### config.mk
export PLATFORM = sky130hd
export DESIGN_NAME = flag_irq_timer_pins
export DESIGN_NICKNAME = d
export VERILOG_FILES = /design/src/rtl/flag_irq_pkg.sv /design/src/rtl/irq_ctl_if.sv /design/src/rtl/flag_irq_timer_pins.sv /design/src/rtl/pin_sync.sv /design/src/rtl/irq_detect.sv
export SDC_FILE = /design/constraint.sdc
export NUM_CORES = 1
export LEC_CHECK = 0
export BUFFER_PORTS_ARGS = -buffer_cell sky130_fd_sc_hd__buf_2
export CAP_MARGIN = 10
export CORE_MARGIN = 5
export CORE_UTILIZATION = 48
export CTS_CLUSTER_SIZE = 12
export DETAILED_ROUTE_END_ITERATION = 12
export MAX_ROUTING_LAYER = met4
export PLACE_DENSITY = 0.82
export SYNTH_ARGS = -nofsm -noshare
export SYNTH_HDL_FRONTEND = slang
export SYNTH_SLANG_ARGS = --single-unit
### constraint.sdc
create_clock -name clock -period 1.92 [get_ports clock]
set_input_delay 0.48 -clock clock [delete_from_list [all_inputs] [get_ports clock]]
set_output_delay 0.48 -clock clock [all_outputs]
set_load 0.02 [all_outputs]
### src/rtl/flag_irq_pkg.sv
// shared constants for the flag, interrupt request and timer-expiry pin block
package flag_irq_pkg;

  localparam int FLAG_COUNT = 4;
  localparam int IRQ_COUNT  = 4;
  localparam int ADDR_W     = 8;
  localparam int DATA_W     = 32;

  // ----------------------------------------------------------------
  // register byte offsets
  // ----------------------------------------------------------------
  localparam logic [7:0] OFS_FLAG_DIR = 8'h00;
  localparam logic [7:0] OFS_FLAG_OUT = 8'h04;
  localparam logic [7:0] OFS_FLAG_IN  = 8'h08;
  localparam logic [7:0] OFS_IRQ_EN   = 8'h0C;
  localparam logic [7:0] OFS_IRQ_MODE = 8'h10;
  localparam logic [7:0] OFS_IRQ_PEND = 8'h14;
  localparam logic [7:0] OFS_STATUS   = 8'h18;

  // ----------------------------------------------------------------
  // values after reset and field positions
  // ----------------------------------------------------------------
  localparam logic [3:0] FLAG_DIR_RST = 4'h0;
  localparam logic [3:0] FLAG_OUT_RST = 4'h0;
  localparam logic [3:0] IRQ_EN_RST   = 4'h0;
  localparam logic [3:0] IRQ_MODE_RST = 4'h0;
  localparam logic [3:0] PIN_IDLE_RST = 4'hF;
  localparam int STATUS_STRAP_BIT  = 0;
  localparam int STATUS_BOOT_BIT   = 1;
  localparam int STATUS_VECTOR_BIT = 2;

  // strap level on the timer-expiry pin that selects interrupt booting
  localparam logic STRAP_IRQ_BOOT = 1'b0;

  // ----------------------------------------------------------------
  // timing
  // ----------------------------------------------------------------
  localparam int CLOCK_PERIOD_NS = 40;
  localparam int EXPIRE_PULSE_NS = 40;
  localparam logic [7:0] EXPIRE_PULSE_CYCLES =
    8'((EXPIRE_PULSE_NS + CLOCK_PERIOD_NS - 1) / CLOCK_PERIOD_NS);

  typedef enum logic [0:0] {
    BS_CAPTURE = 1'b0,
    BS_RUN     = 1'b1
  } boot_state_t;

endpackage

### src/rtl/irq_ctl_if.sv
// control and status signals between the pin block and its interrupt detector
interface irq_ctl_if #(parameter int N = 4);
  logic [N-1:0] req_n_sync;
  logic [N-1:0] edge_mode;
  logic [N-1:0] enable;
  logic [N-1:0] clear;
  logic [N-1:0] pending;
  logic [N-1:0] irq;

  modport ctl (output req_n_sync, output edge_mode, output enable, output clear,
               input pending, input irq);
  modport det (input req_n_sync, input edge_mode, input enable, input clear,
               output pending, output irq);
endinterface

### src/rtl/flag_irq_timer_pins.sv
// program flag pins, interrupt request pins and timer-expiry pin with strap capture
//
// Implementation choices: the address map and the strobed register port.
module flag_irq_timer_pins (
  input  wire logic                                 clock,
  input  wire logic                                 reset,
  input  wire logic [flag_irq_pkg::ADDR_W-1:0]      reg_addr,
  input  wire logic [flag_irq_pkg::DATA_W-1:0]      reg_wdata,
  input  wire logic                                 reg_write,
  input  wire logic                                 reg_read,
  output logic      [flag_irq_pkg::DATA_W-1:0]      reg_rdata,
  input  wire logic [flag_irq_pkg::FLAG_COUNT-1:0]  program_flag_pins_level,
  output logic      [flag_irq_pkg::FLAG_COUNT-1:0]  program_flag_pins_value,
  output logic      [flag_irq_pkg::FLAG_COUNT-1:0]  program_flag_pins_oe,
  output logic      [flag_irq_pkg::FLAG_COUNT-1:0]  flag_cond,
  input  wire logic [flag_irq_pkg::IRQ_COUNT-1:0]   interrupt_request_pins_n,
  output logic      [flag_irq_pkg::IRQ_COUNT-1:0]   irq_to_core,
  input  wire logic                                 vectors_ready,
  input  wire logic                                 timer0_expired,
  input  wire logic                                 timer_expire_out_level,
  output logic                                      timer_expire_out_value,
  output logic                                      timer_expire_out_oe
);
  import flag_irq_pkg::*;

  logic [FLAG_COUNT-1:0] flag_dir_q;
  logic [FLAG_COUNT-1:0] flag_out_q;
  logic [FLAG_COUNT-1:0] flag_sync;
  logic [IRQ_COUNT-1:0]  irq_sync;
  logic [IRQ_COUNT-1:0]  irq_en_q;
  logic [IRQ_COUNT-1:0]  irq_mode_q;
  logic [DATA_W-1:0]     rdata_q;
  boot_state_t           boot_q;
  logic                  strap_q;
  logic                  boot_irq;
  logic [7:0]            pulse_cnt_q;
  logic [7:0]            pulse_cnt_d;
  logic                  tmr_out_q;
  logic                  wr_dir;
  logic                  wr_out;
  logic                  wr_en;
  logic                  wr_mode;
  logic                  wr_pend;

  // ----------------------------------------------------------------
  // register writes
  // ----------------------------------------------------------------
  assign wr_dir  = reg_write && (reg_addr == OFS_FLAG_DIR);
  assign wr_out  = reg_write && (reg_addr == OFS_FLAG_OUT);
  assign wr_en   = reg_write && (reg_addr == OFS_IRQ_EN);
  assign wr_mode = reg_write && (reg_addr == OFS_IRQ_MODE);
  assign wr_pend = reg_write && (reg_addr == OFS_IRQ_PEND);

  always_ff @(posedge clock or posedge reset) begin
    if (reset) begin
      flag_dir_q <= FLAG_DIR_RST;
    end else if (wr_dir) begin
      flag_dir_q <= reg_wdata[FLAG_COUNT-1:0];
    end
  end

  always_ff @(posedge clock or posedge reset) begin
    if (reset) begin
      flag_out_q <= FLAG_OUT_RST;
    end else if (wr_out) begin
      flag_out_q <= reg_wdata[FLAG_COUNT-1:0];
    end
  end

  always_ff @(posedge clock or posedge reset) begin
    if (reset) begin
      irq_en_q <= IRQ_EN_RST;
    end else if (wr_en) begin
      irq_en_q <= reg_wdata[IRQ_COUNT-1:0];
    end
  end

  always_ff @(posedge clock or posedge reset) begin
    if (reset) begin
      irq_mode_q <= IRQ_MODE_RST;
    end else if (wr_mode) begin
      irq_mode_q <= reg_wdata[IRQ_COUNT-1:0];
    end
  end

  // ----------------------------------------------------------------
  // flag pins
  // ----------------------------------------------------------------
  // the pin level is sampled even while driven, so software sees any contention
  pin_sync #(
    .WIDTH       (FLAG_COUNT),
    .RESET_VALUE (PIN_IDLE_RST)
  ) u_flag_sync (
    .clock    (clock),
    .reset    (reset),
    .async_in (program_flag_pins_level),
    .sync_out (flag_sync)
  );

  assign program_flag_pins_oe    = flag_dir_q;
  assign program_flag_pins_value = flag_out_q;
  assign flag_cond               = flag_sync;

  // ----------------------------------------------------------------
  // interrupt request pins
  // ----------------------------------------------------------------
  pin_sync #(
    .WIDTH       (IRQ_COUNT),
    .RESET_VALUE (PIN_IDLE_RST)
  ) u_irq_sync (
    .clock    (clock),
    .reset    (reset),
    .async_in (interrupt_request_pins_n),
    .sync_out (irq_sync)
  );

  irq_ctl_if #(.N(IRQ_COUNT)) irq_bus ();

  // boot by interrupt opens every line once vectors are in place
  assign boot_irq = (boot_q == BS_RUN) && (strap_q == STRAP_IRQ_BOOT) && vectors_ready;

  assign irq_bus.req_n_sync = irq_sync;
  assign irq_bus.edge_mode  = irq_mode_q;
  assign irq_bus.enable     = irq_en_q | {IRQ_COUNT{boot_irq}};
  assign irq_bus.clear      = wr_pend ? reg_wdata[IRQ_COUNT-1:0] : '0;
  assign irq_to_core        = irq_bus.irq;

  irq_detect #(.N(IRQ_COUNT)) u_irq_detect (
    .clock (clock),
    .reset (reset),
    .bus   (irq_bus.det)
  );

  // ----------------------------------------------------------------
  // strap capture and timer-expiry pin
  // ----------------------------------------------------------------
  // the pin stays undriven through reset and the first edge after it,
  // so the external strap level is what gets sampled
  always_ff @(posedge clock or posedge reset) begin
    if (reset) begin
      boot_q  <= BS_CAPTURE;
      strap_q <= 1'b0;
    end else begin
      case (boot_q)
        BS_CAPTURE: begin
          strap_q <= timer_expire_out_level;
          boot_q  <= BS_RUN;
        end
        BS_RUN: begin
          boot_q <= BS_RUN;
        end
        default: begin
          boot_q <= BS_CAPTURE;
        end
      endcase
    end
  end

  // a new expiry restarts the pulse rather than extending a queue of them
  always_comb begin
    pulse_cnt_d = pulse_cnt_q;
    if ((boot_q == BS_RUN) && timer0_expired) begin
      pulse_cnt_d = EXPIRE_PULSE_CYCLES;
    end else if (pulse_cnt_q != 8'h00) begin
      pulse_cnt_d = pulse_cnt_q - 8'h01;
    end
  end

  always_ff @(posedge clock or posedge reset) begin
    if (reset) begin
      pulse_cnt_q <= 8'h00;
      tmr_out_q   <= 1'b0;
    end else begin
      pulse_cnt_q <= pulse_cnt_d;
      tmr_out_q   <= (pulse_cnt_d != 8'h00);
    end
  end

  assign timer_expire_out_value = tmr_out_q;
  assign timer_expire_out_oe    = (boot_q == BS_RUN);

  // ----------------------------------------------------------------
  // register reads
  // ----------------------------------------------------------------
  always_ff @(posedge clock or posedge reset) begin
    if (reset) begin
      rdata_q <= '0;
    end else if (reg_read) begin
      rdata_q <= '0;
      case (reg_addr)
        OFS_FLAG_DIR: rdata_q[FLAG_COUNT-1:0] <= flag_dir_q;
        OFS_FLAG_OUT: rdata_q[FLAG_COUNT-1:0] <= flag_out_q;
        OFS_FLAG_IN:  rdata_q[FLAG_COUNT-1:0] <= flag_sync;
        OFS_IRQ_EN:   rdata_q[IRQ_COUNT-1:0]  <= irq_en_q;
        OFS_IRQ_MODE: rdata_q[IRQ_COUNT-1:0]  <= irq_mode_q;
        OFS_IRQ_PEND: rdata_q[IRQ_COUNT-1:0]  <= irq_bus.pending;
        OFS_STATUS: begin
          rdata_q[STATUS_STRAP_BIT]  <= strap_q;
          rdata_q[STATUS_BOOT_BIT]   <= boot_irq;
          rdata_q[STATUS_VECTOR_BIT] <= vectors_ready;
        end
        default: rdata_q <= '0;
      endcase
    end else begin
      rdata_q <= '0;
    end
  end

  assign reg_rdata = rdata_q;
endmodule

### src/rtl/pin_sync.sv
// two-flop synchroniser for a group of asynchronous pin inputs
module pin_sync #(
  parameter int               WIDTH       = 4,
  parameter logic [WIDTH-1:0] RESET_VALUE = '1
) (
  input  wire logic             clock,
  input  wire logic             reset,
  input  wire logic [WIDTH-1:0] async_in,
  output logic      [WIDTH-1:0] sync_out
);
  logic [WIDTH-1:0] meta_q;

  // first stage is read only by the second
  always_ff @(posedge clock or posedge reset) begin
    if (reset) begin
      meta_q   <= RESET_VALUE;
      sync_out <= RESET_VALUE;
    end else begin
      meta_q   <= async_in;
      sync_out <= meta_q;
    end
  end
endmodule

### src/rtl/irq_detect.sv
// per-line edge or level detection for the active-low interrupt request pins
module irq_detect #(
  parameter int N = 4
) (
  input  wire logic clock,
  input  wire logic reset,
  irq_ctl_if.det    bus
);
  logic [N-1:0] prev_q;
  logic [N-1:0] pend_q;
  logic [N-1:0] fall;
  logic [N-1:0] irq_w;

  always_ff @(posedge clock or posedge reset) begin
    if (reset) begin
      prev_q <= '1;
    end else begin
      prev_q <= bus.req_n_sync;
    end
  end

  assign fall = prev_q & ~bus.req_n_sync;

  for (genvar i = 0; i < N; i++) begin : g_line
    // a capture in the clearing cycle wins so no edge is lost
    always_ff @(posedge clock or posedge reset) begin
      if (reset) begin
        pend_q[i] <= 1'b0;
      end else if (bus.enable[i] && bus.edge_mode[i] && fall[i]) begin
        pend_q[i] <= 1'b1;
      end else if (bus.clear[i] || !bus.enable[i]) begin
        pend_q[i] <= 1'b0;
      end
    end

    // level lines follow the pin; edge lines hold until cleared
    assign irq_w[i] = bus.enable[i] &&
                      (bus.edge_mode[i] ? pend_q[i] : !bus.req_n_sync[i]);

  end

  assign bus.pending = pend_q;
  assign bus.irq     = irq_w;
endmodule

---- Word-level counts from Yosys, hierarchy flattened ----
Cells that the tools add are included.
storage, ports and cells
  memories kept ........................... 0
  bits in latches ......................... 0
  word-level logic and storage cells ...... 86
  ROM bits ................................ 0
  output and inout bits ................... 50
  bits in writable memories ............... 0
  register bits ........................... 83
  input port bits ......................... 55
cells by class
  reductions and logical operators ........ 39
  divide/modulo/power cells ............... 0
  order comparisons ....................... 0
  shift operators ......................... 0
  add/sub/neg operators ................... 1
  multipliers ............................. 0
  equality and inequality tests ........... 6
  muxes and demuxes ....................... 18
  bitwise gates (word level) .............. 4
operators with widths
  cell                                                                   number
  8-bit by 5-bit equality test with 1-bit output, second input constant  3
  3-bit one-hot mux with 7 select lines                                  1
  1-bit logical AND                                                      20
  8-bit by 4-bit equality test with 1-bit output, second input constant  2
  8-bit two-way mux                                                      2
  8-bit nonzero test                                                     2
  1-bit two-way mux                                                      12
  8-bit by 3-bit equality test with 1-bit output, second input constant  1
  1-bit zero test                                                        8
  8-bit zero test                                                        1
  4-bit two-way mux                                                      2
  2-bit nonzero test                                                     4
  8-bit by 1-bit subtractor with 8-bit output, second input constant     1
  1-bit one-hot mux with 6 select lines                                  1
  4-bit AND                                                              1
  1-bit logical OR                                                       4
  4-bit NOT                                                              1
  4-bit OR                                                               1
  1-bit NOT                                                              1

---- Depth between registers and ports, before layout ----
  depth in word-level cells ............... 8
  mapped depth ............................ 7
  depth with buffers taken out ............ 6

---- Hierarchy ----
A second synthesis with hierarchy kept.
second synthesis, totals
  cells, all modules ...................... 232
  area total of the unflattened synthesis .. 2695.1 sq um
modules (own cells, without submodules)
  module               area an instance (sq um)  sequential area each (sq um)  instances  cells an instance
  flag_irq_timer_pins  1900.6                    775.7                         1          181
  pin_sync             214.0                     210.2                         2          9
  irq_detect           366.6                     205.2                         1          33

---- Worst setup path before layout ----
OpenSTA, ideal clock, no wires.
  path type ............................... in2reg
  start ................................... input port reg_addr[5] (netlist bit)
  end ..................................... register irq_mode_q[0], in the netlist irq_bus.edge_mode[0]
  data required time ...................... 1.795 ns
  slack ................................... 0.189 ns
  setup time .............................. 0.125 ns
  buffers on the path ..................... 0
  stages on the path ...................... 4
  arrival ................................. 1.606 ns
  path through ............................ nor3_2 nand3_2 or3b_4 mux2_4
on the way
  cells in the longest elaborated chain, start to end .. 2
ends and longest elaborated chain
  what                                            line                       text
  start: declaration                              flag_irq_timer_pins.sv:7   input wire logic [flag_irq_pkg::ADDR_W-1:0] reg_addr,
  8-bit by 5-bit equality test with 1-bit output  flag_irq_timer_pins.sv:51  assign wr_mode = reg_write && (reg_addr == OFS_IRQ_MODE);
  1-bit logical AND                               flag_irq_timer_pins.sv:51
  end signal: assignment                          flag_irq_timer_pins.sv:82  irq_mode_q <= reg_wdata[IRQ_COUNT-1:0];
  end: declaration                                flag_irq_timer_pins.sv:31  logic [IRQ_COUNT-1:0] irq_mode_q;
No other way between the ends.
A chain may end at the register's enable or synchronous reset.

---- Worst setup path after layout ----
  start ................................... register strap_q
  end ..................................... output port irq_to_core[2] (netlist bit)
on the way
  cells in the longest elaborated chain, start to end .. 5
ends and longest elaborated chain
  what                             line                        text
  start: declaration               flag_irq_timer_pins.sv:34   logic strap_q;
  start signal: assignment         flag_irq_timer_pins.sv:146  strap_q <= timer_expire_out_level;
  1-bit NOT                        flag_irq_timer_pins.sv:120  assign boot_irq = (boot_q == BS_RUN) && (strap_q == STRAP_IRQ_BOOT) && vectors_ready;
  1-bit logical AND (2 in series)  flag_irq_timer_pins.sv:120
  4-bit OR                         flag_irq_timer_pins.sv:124  assign irq_bus.enable = irq_en_q | {IRQ_COUNT{boot_irq}};
  1-bit logical AND                irq_detect.sv:37            assign irq_w[i] = bus.enable[i] &&
  end: declaration                 flag_irq_timer_pins.sv:17   output logic [flag_irq_pkg::IRQ_COUNT-1:0] irq_to_core,
No other way between the ends.

==> metrics.md <==
| Metric | Value |
|---|---|
| CP max stage delay | about 400 ps |
| FF-to-FF Start | pulse_cnt_q[0] |
| DR WL/cell | 14.76 microns |
| H-tree levels | 2 |
| CTS tree | done |
| Final clock skew | around 6.4 ps |
| Num rows | 27 |
| Num ports | between 100 and 150 |
| Leak | approximately 1.5 nW |
| Clock Pin Slew Worst Setup and Hold Paths | roughly 90 ps |
| Most frequent CP cell | nor2_1 |
| Drt pass-1 iters | 4 |
| Share of layout cells above drive strength 1 | between 30% and 40% |
| Detailed Route Iter0 Violations | approximately 130 |
| Vias | roughly 1900 |
| Insertion delay to the later sink of the worst-skew pair | 300 ps |
| Sw Share | between 30% and 40% |
| Syn_area_per_cell | 11.53 sq um |
| Worst Path Buf+Inv | 1 |
| Setup crit start kind | flop |
| Initial antenna violation count | 0 |
| Reg power frac | between 40% and 50% |
| R2R Setup Slk | roughly 120 ps |
| CP cell instances | and3b_2 -> nor2_1 -> nor2_1 -> buf_4 |
| Final setup margin | around 56 ps |
| Critical path class | flop to primary output |
| First-pass GRT wire length | approximately 8.6 mm |
| Place WS | around 13 ps |
| Net load switching power | around 940 uW |
| Worst EP arrival | 1380 ps |
| R2R Path End | timer_expire_out_value |
| Commonest cells post-synth | 35 x dfrtp_1, 28 x buf_4, 24 x nor2_1, 20 x dfstp_2, 14 x nand2_1 |
| Internal | around 2.1 mW |
| Hold Slack | 212.8 ps |
| Clk pwr share | 28.3% |
| R2R cell count | 6 |
| Die area | ~7000 sq um |
| Hold Crit Class | input pin to asynchronous set/reset pin |
| RSZ-0062 raised after global routing | true |
| Dpl cells | 352 |
| Final count of pins violating max slew | 0 |
| Register area share after synthesis | between 50 and 60% |
| Total Routing Usage GR | 15.78% |
| Top delay family on crit path | simple AND/OR/NAND/NOR gates |
| Yosys top cell by area | dfrtp_1 |
| Crit path required time | 1440 ps |
| Maximum fanout along the worst path | 5 |
| Clk buf depth | 2 |
| N_diodes | 0 |
| Layout Nets | about 350 |
| Final hold vios | 0 |
| Largest net degree at the start of global routing | between 50 and 60 |
| Root Buffer | clkbuf_8 |
| Syn Std Cell Area | 2663 sq um |
| Detail Route Antenna Nets | 0 |
| Routed wire length | roughly 5.3 mm |
| Final Non-Filler Cells | 361 |
| # clock sinks | 55 |
| DR DRC count | 0 |
| Pwr dens | between 900 and 1000 nW/um^2 |
| Yosys top cell area share | around a third |
| Number of max-cap violations | 0 |
| Die X | between 80 and 90 microns |
| Via/cell ratio | ~5.2 |
| Filler instances | between 400 and 500 |
| Tcrit/Tclk final | 97.07% |
| EDFF count, synth | 0 |
| Hold buffers post-CTS | 0 |
| Area delta synth->final | 15.79% |
| Final setup viols | 0 |
| Post-route setup TNS | 0 ps |
| Max stage delay cell, worst path | dfrtp_1 |
| IR drop worst, VDD | approximately 580 uV |
| Routability-driven placement congestion ratio | 0.8567 |
| Final min period | around 1900 ps |
| Num CTS Buffers | 5 |
| Detailed-placement wirelength estimate | between 3 and 4 mm |
| Part of the power in combinational logic | between 20% and 30% |
| Crit. End Element | primary output |
| Global route overflow | 0 |
| Unique masters post-synth | 42 |
| PortBufs | 48 |
| Ys Warns | 0 |
| Count leader, synth | dfrtp_1 |
| Initial Util | between 40 and 50% |
| Top post-synthesis cells by area | dfrtp_1 33%, dfstp_2 20%, buf_4 7.9%, mux2_2 4.2%, nor2_1 3.4% |
| Most common flop cell mapped by yosys | dfrtp_1 |
| Async set-reset flop share out of synthesis | 100.0% |
| Fmax | approximately 540 MHz |
| Vias in the first global route | roughly 1800 |
| Outcome | completed |
| Synthesized netlist cell count | 231 |
| Core area | 5439 sq um |
| Die Y | around 84 microns |
| Register bit count reported by yosys | 55 |
==> power by group through the flow <==
stage	Combinational [mW]	Clock [mW]	Sequential, mW
detailed placement	0.774	0	1.43
global placement	0.740	0	1.43
finish	0.792	0.871	1.42
CTS	0.775	0.900	1.42
global route	0.875	0.958	1.44
floorplan	0.626	0	1.42
==> cells in the final DEF (no fill, tap or decap), types with 2 or more instances in the layout <==
| master | netlist | final |
|---|---|---|
| a211oi_1 | 2 | 2 |
| a21oi_1 | 11 | 11 |
| a32oi_1 | 2 | 2 |
| buf_2 | 2 | 45 |
| buf_4 | 28 | 11 |
| bufinv_16 | 0 | 2 |
| clkbuf_8 | 0 | 5 |
| conb_1 | 2 | 29 |
| dfrtp_1 | 35 | 35 |
| dfstp_2 | 20 | 20 |
| ha_1 | 2 | 2 |
| inv_1 | 5 | 4 |
| mux2_1 | 4 | 4 |
| mux2_2 | 10 | 10 |
| mux2_4 | 4 | 4 |
| mux2i_1 | 4 | 4 |
| mux4_1 | 2 | 2 |
| mux4_2 | 2 | 2 |
| nand2_1 | 14 | 14 |
| nand2b_1 | 2 | 2 |
| nand3_1 | 3 | 3 |
| nand3b_1 | 6 | 6 |
| nand4_1 | 2 | 2 |
| nor2_1 | 24 | 23 |
| nor3_1 | 5 | 5 |
| nor3_2 | 2 | 2 |
| nor4b_1 | 4 | 4 |
| o21ai_0 | 9 | 9 |
| o221ai_1 | 2 | 2 |
| or2_2 | 2 | 2 |
| or3b_4 | 2 | 2 |
| xnor2_1 | 2 | 2 |
| xor2_1 | 3 | 3 |
==> how the worst max path moves through the flow <==
stage,startpoint,endpoint,cells past startpoint
finish,strap_q,irq_to_core[2],4
detailed placement,reg_addr[5],program_flag_pins_value[0],5
global placement,reg_addr[5],irq_bus.edge_mode[0],5
global route,strap_q,irq_to_core[2],4
CTS,strap_q,irq_to_core[2],4
floorplan,reset,irq_bus.edge_mode[0],1
==> cells by family (layout without fill, tap and decap cells) <==
family,count (synthesis),count (layout),share of synthesized area (%)
buffers and inverters,39,70,9.539
other,2,29,0.2821
adder cells (fa/ha/maj),2,2,0.9397
AO/OA/AOI/OAI,31,31,7.331
XOR/XNOR,5,5,1.645
AND/OR/NAND/NOR,71,71,14.29
multiplexers,26,26,13.35
flip-flops,55,55,52.63
==> through the flow <==
step	power (mW)	instance area [sq um]	util, %
finish	3.080	3083	56.68
global route	3.268	3083	56.68
CTS	3.091	3065	56.36
detailed placement	2.208	2932	53.90
global placement	2.167	2932	53.90
floorplan	2.050	2764	-
==> registers in the layout, indices dropped and copies added (netlist names) <==
signal	count
irq_bus.edge_mode	4
irq_en_q	4
program_flag_pins_oe	4
program_flag_pins_value	4
pulse_cnt_q	8
reg_rdata	4
strap_q	1
timer_expire_out_oe	1
timer_expire_out_value	1
u_flag_sync.meta_q	4
u_flag_sync.sync_out	4
u_irq_detect.bus.pending	4
u_irq_detect.prev_q	4
u_irq_sync.meta_q	4
u_irq_sync.sync_out	4
==> what timing repair did <==
action,in CTS,in global routing
resized for setup,1,4
setup buffers,0,1
pin swaps,0,3
cloned,0,0
setup endpoints to repair,2,4
==> cell type report <==
type	count	area (sq um)	share of cell area, %
Inverter	5	18.77	0.6088
Sequential cell	55	1401	45.45
Clock inverter	2	60.06	1.948
Clock buffer	6	72.57	2.354
Multi-Input combinational cell	164	1112	36.08
Tap cell	72	90.09	2.922
Timing Repair Buffer	57	327.8	10.63
==> metal layers <==
metal	up-vias	share of wire, %	global-route usage [%]	wire [microns]
li1	865	-	-	-
met1	903	39	19.57	2082
met2	90	49	23.77	2622
met3	15	8.5	3.827	453
met4	0	3.2	8.489	171
met5	-	0	-	0
==> worst reg2reg max path, stage by stage, from the launching register on <==
cell and delay (ps):
dfrtp_1 440, inv_1 120, ha_1 230, nor2b_1 160
a32o_1 340, a211oi_1 210, o221ai_1 160
(Power assumes the default switching activity.)
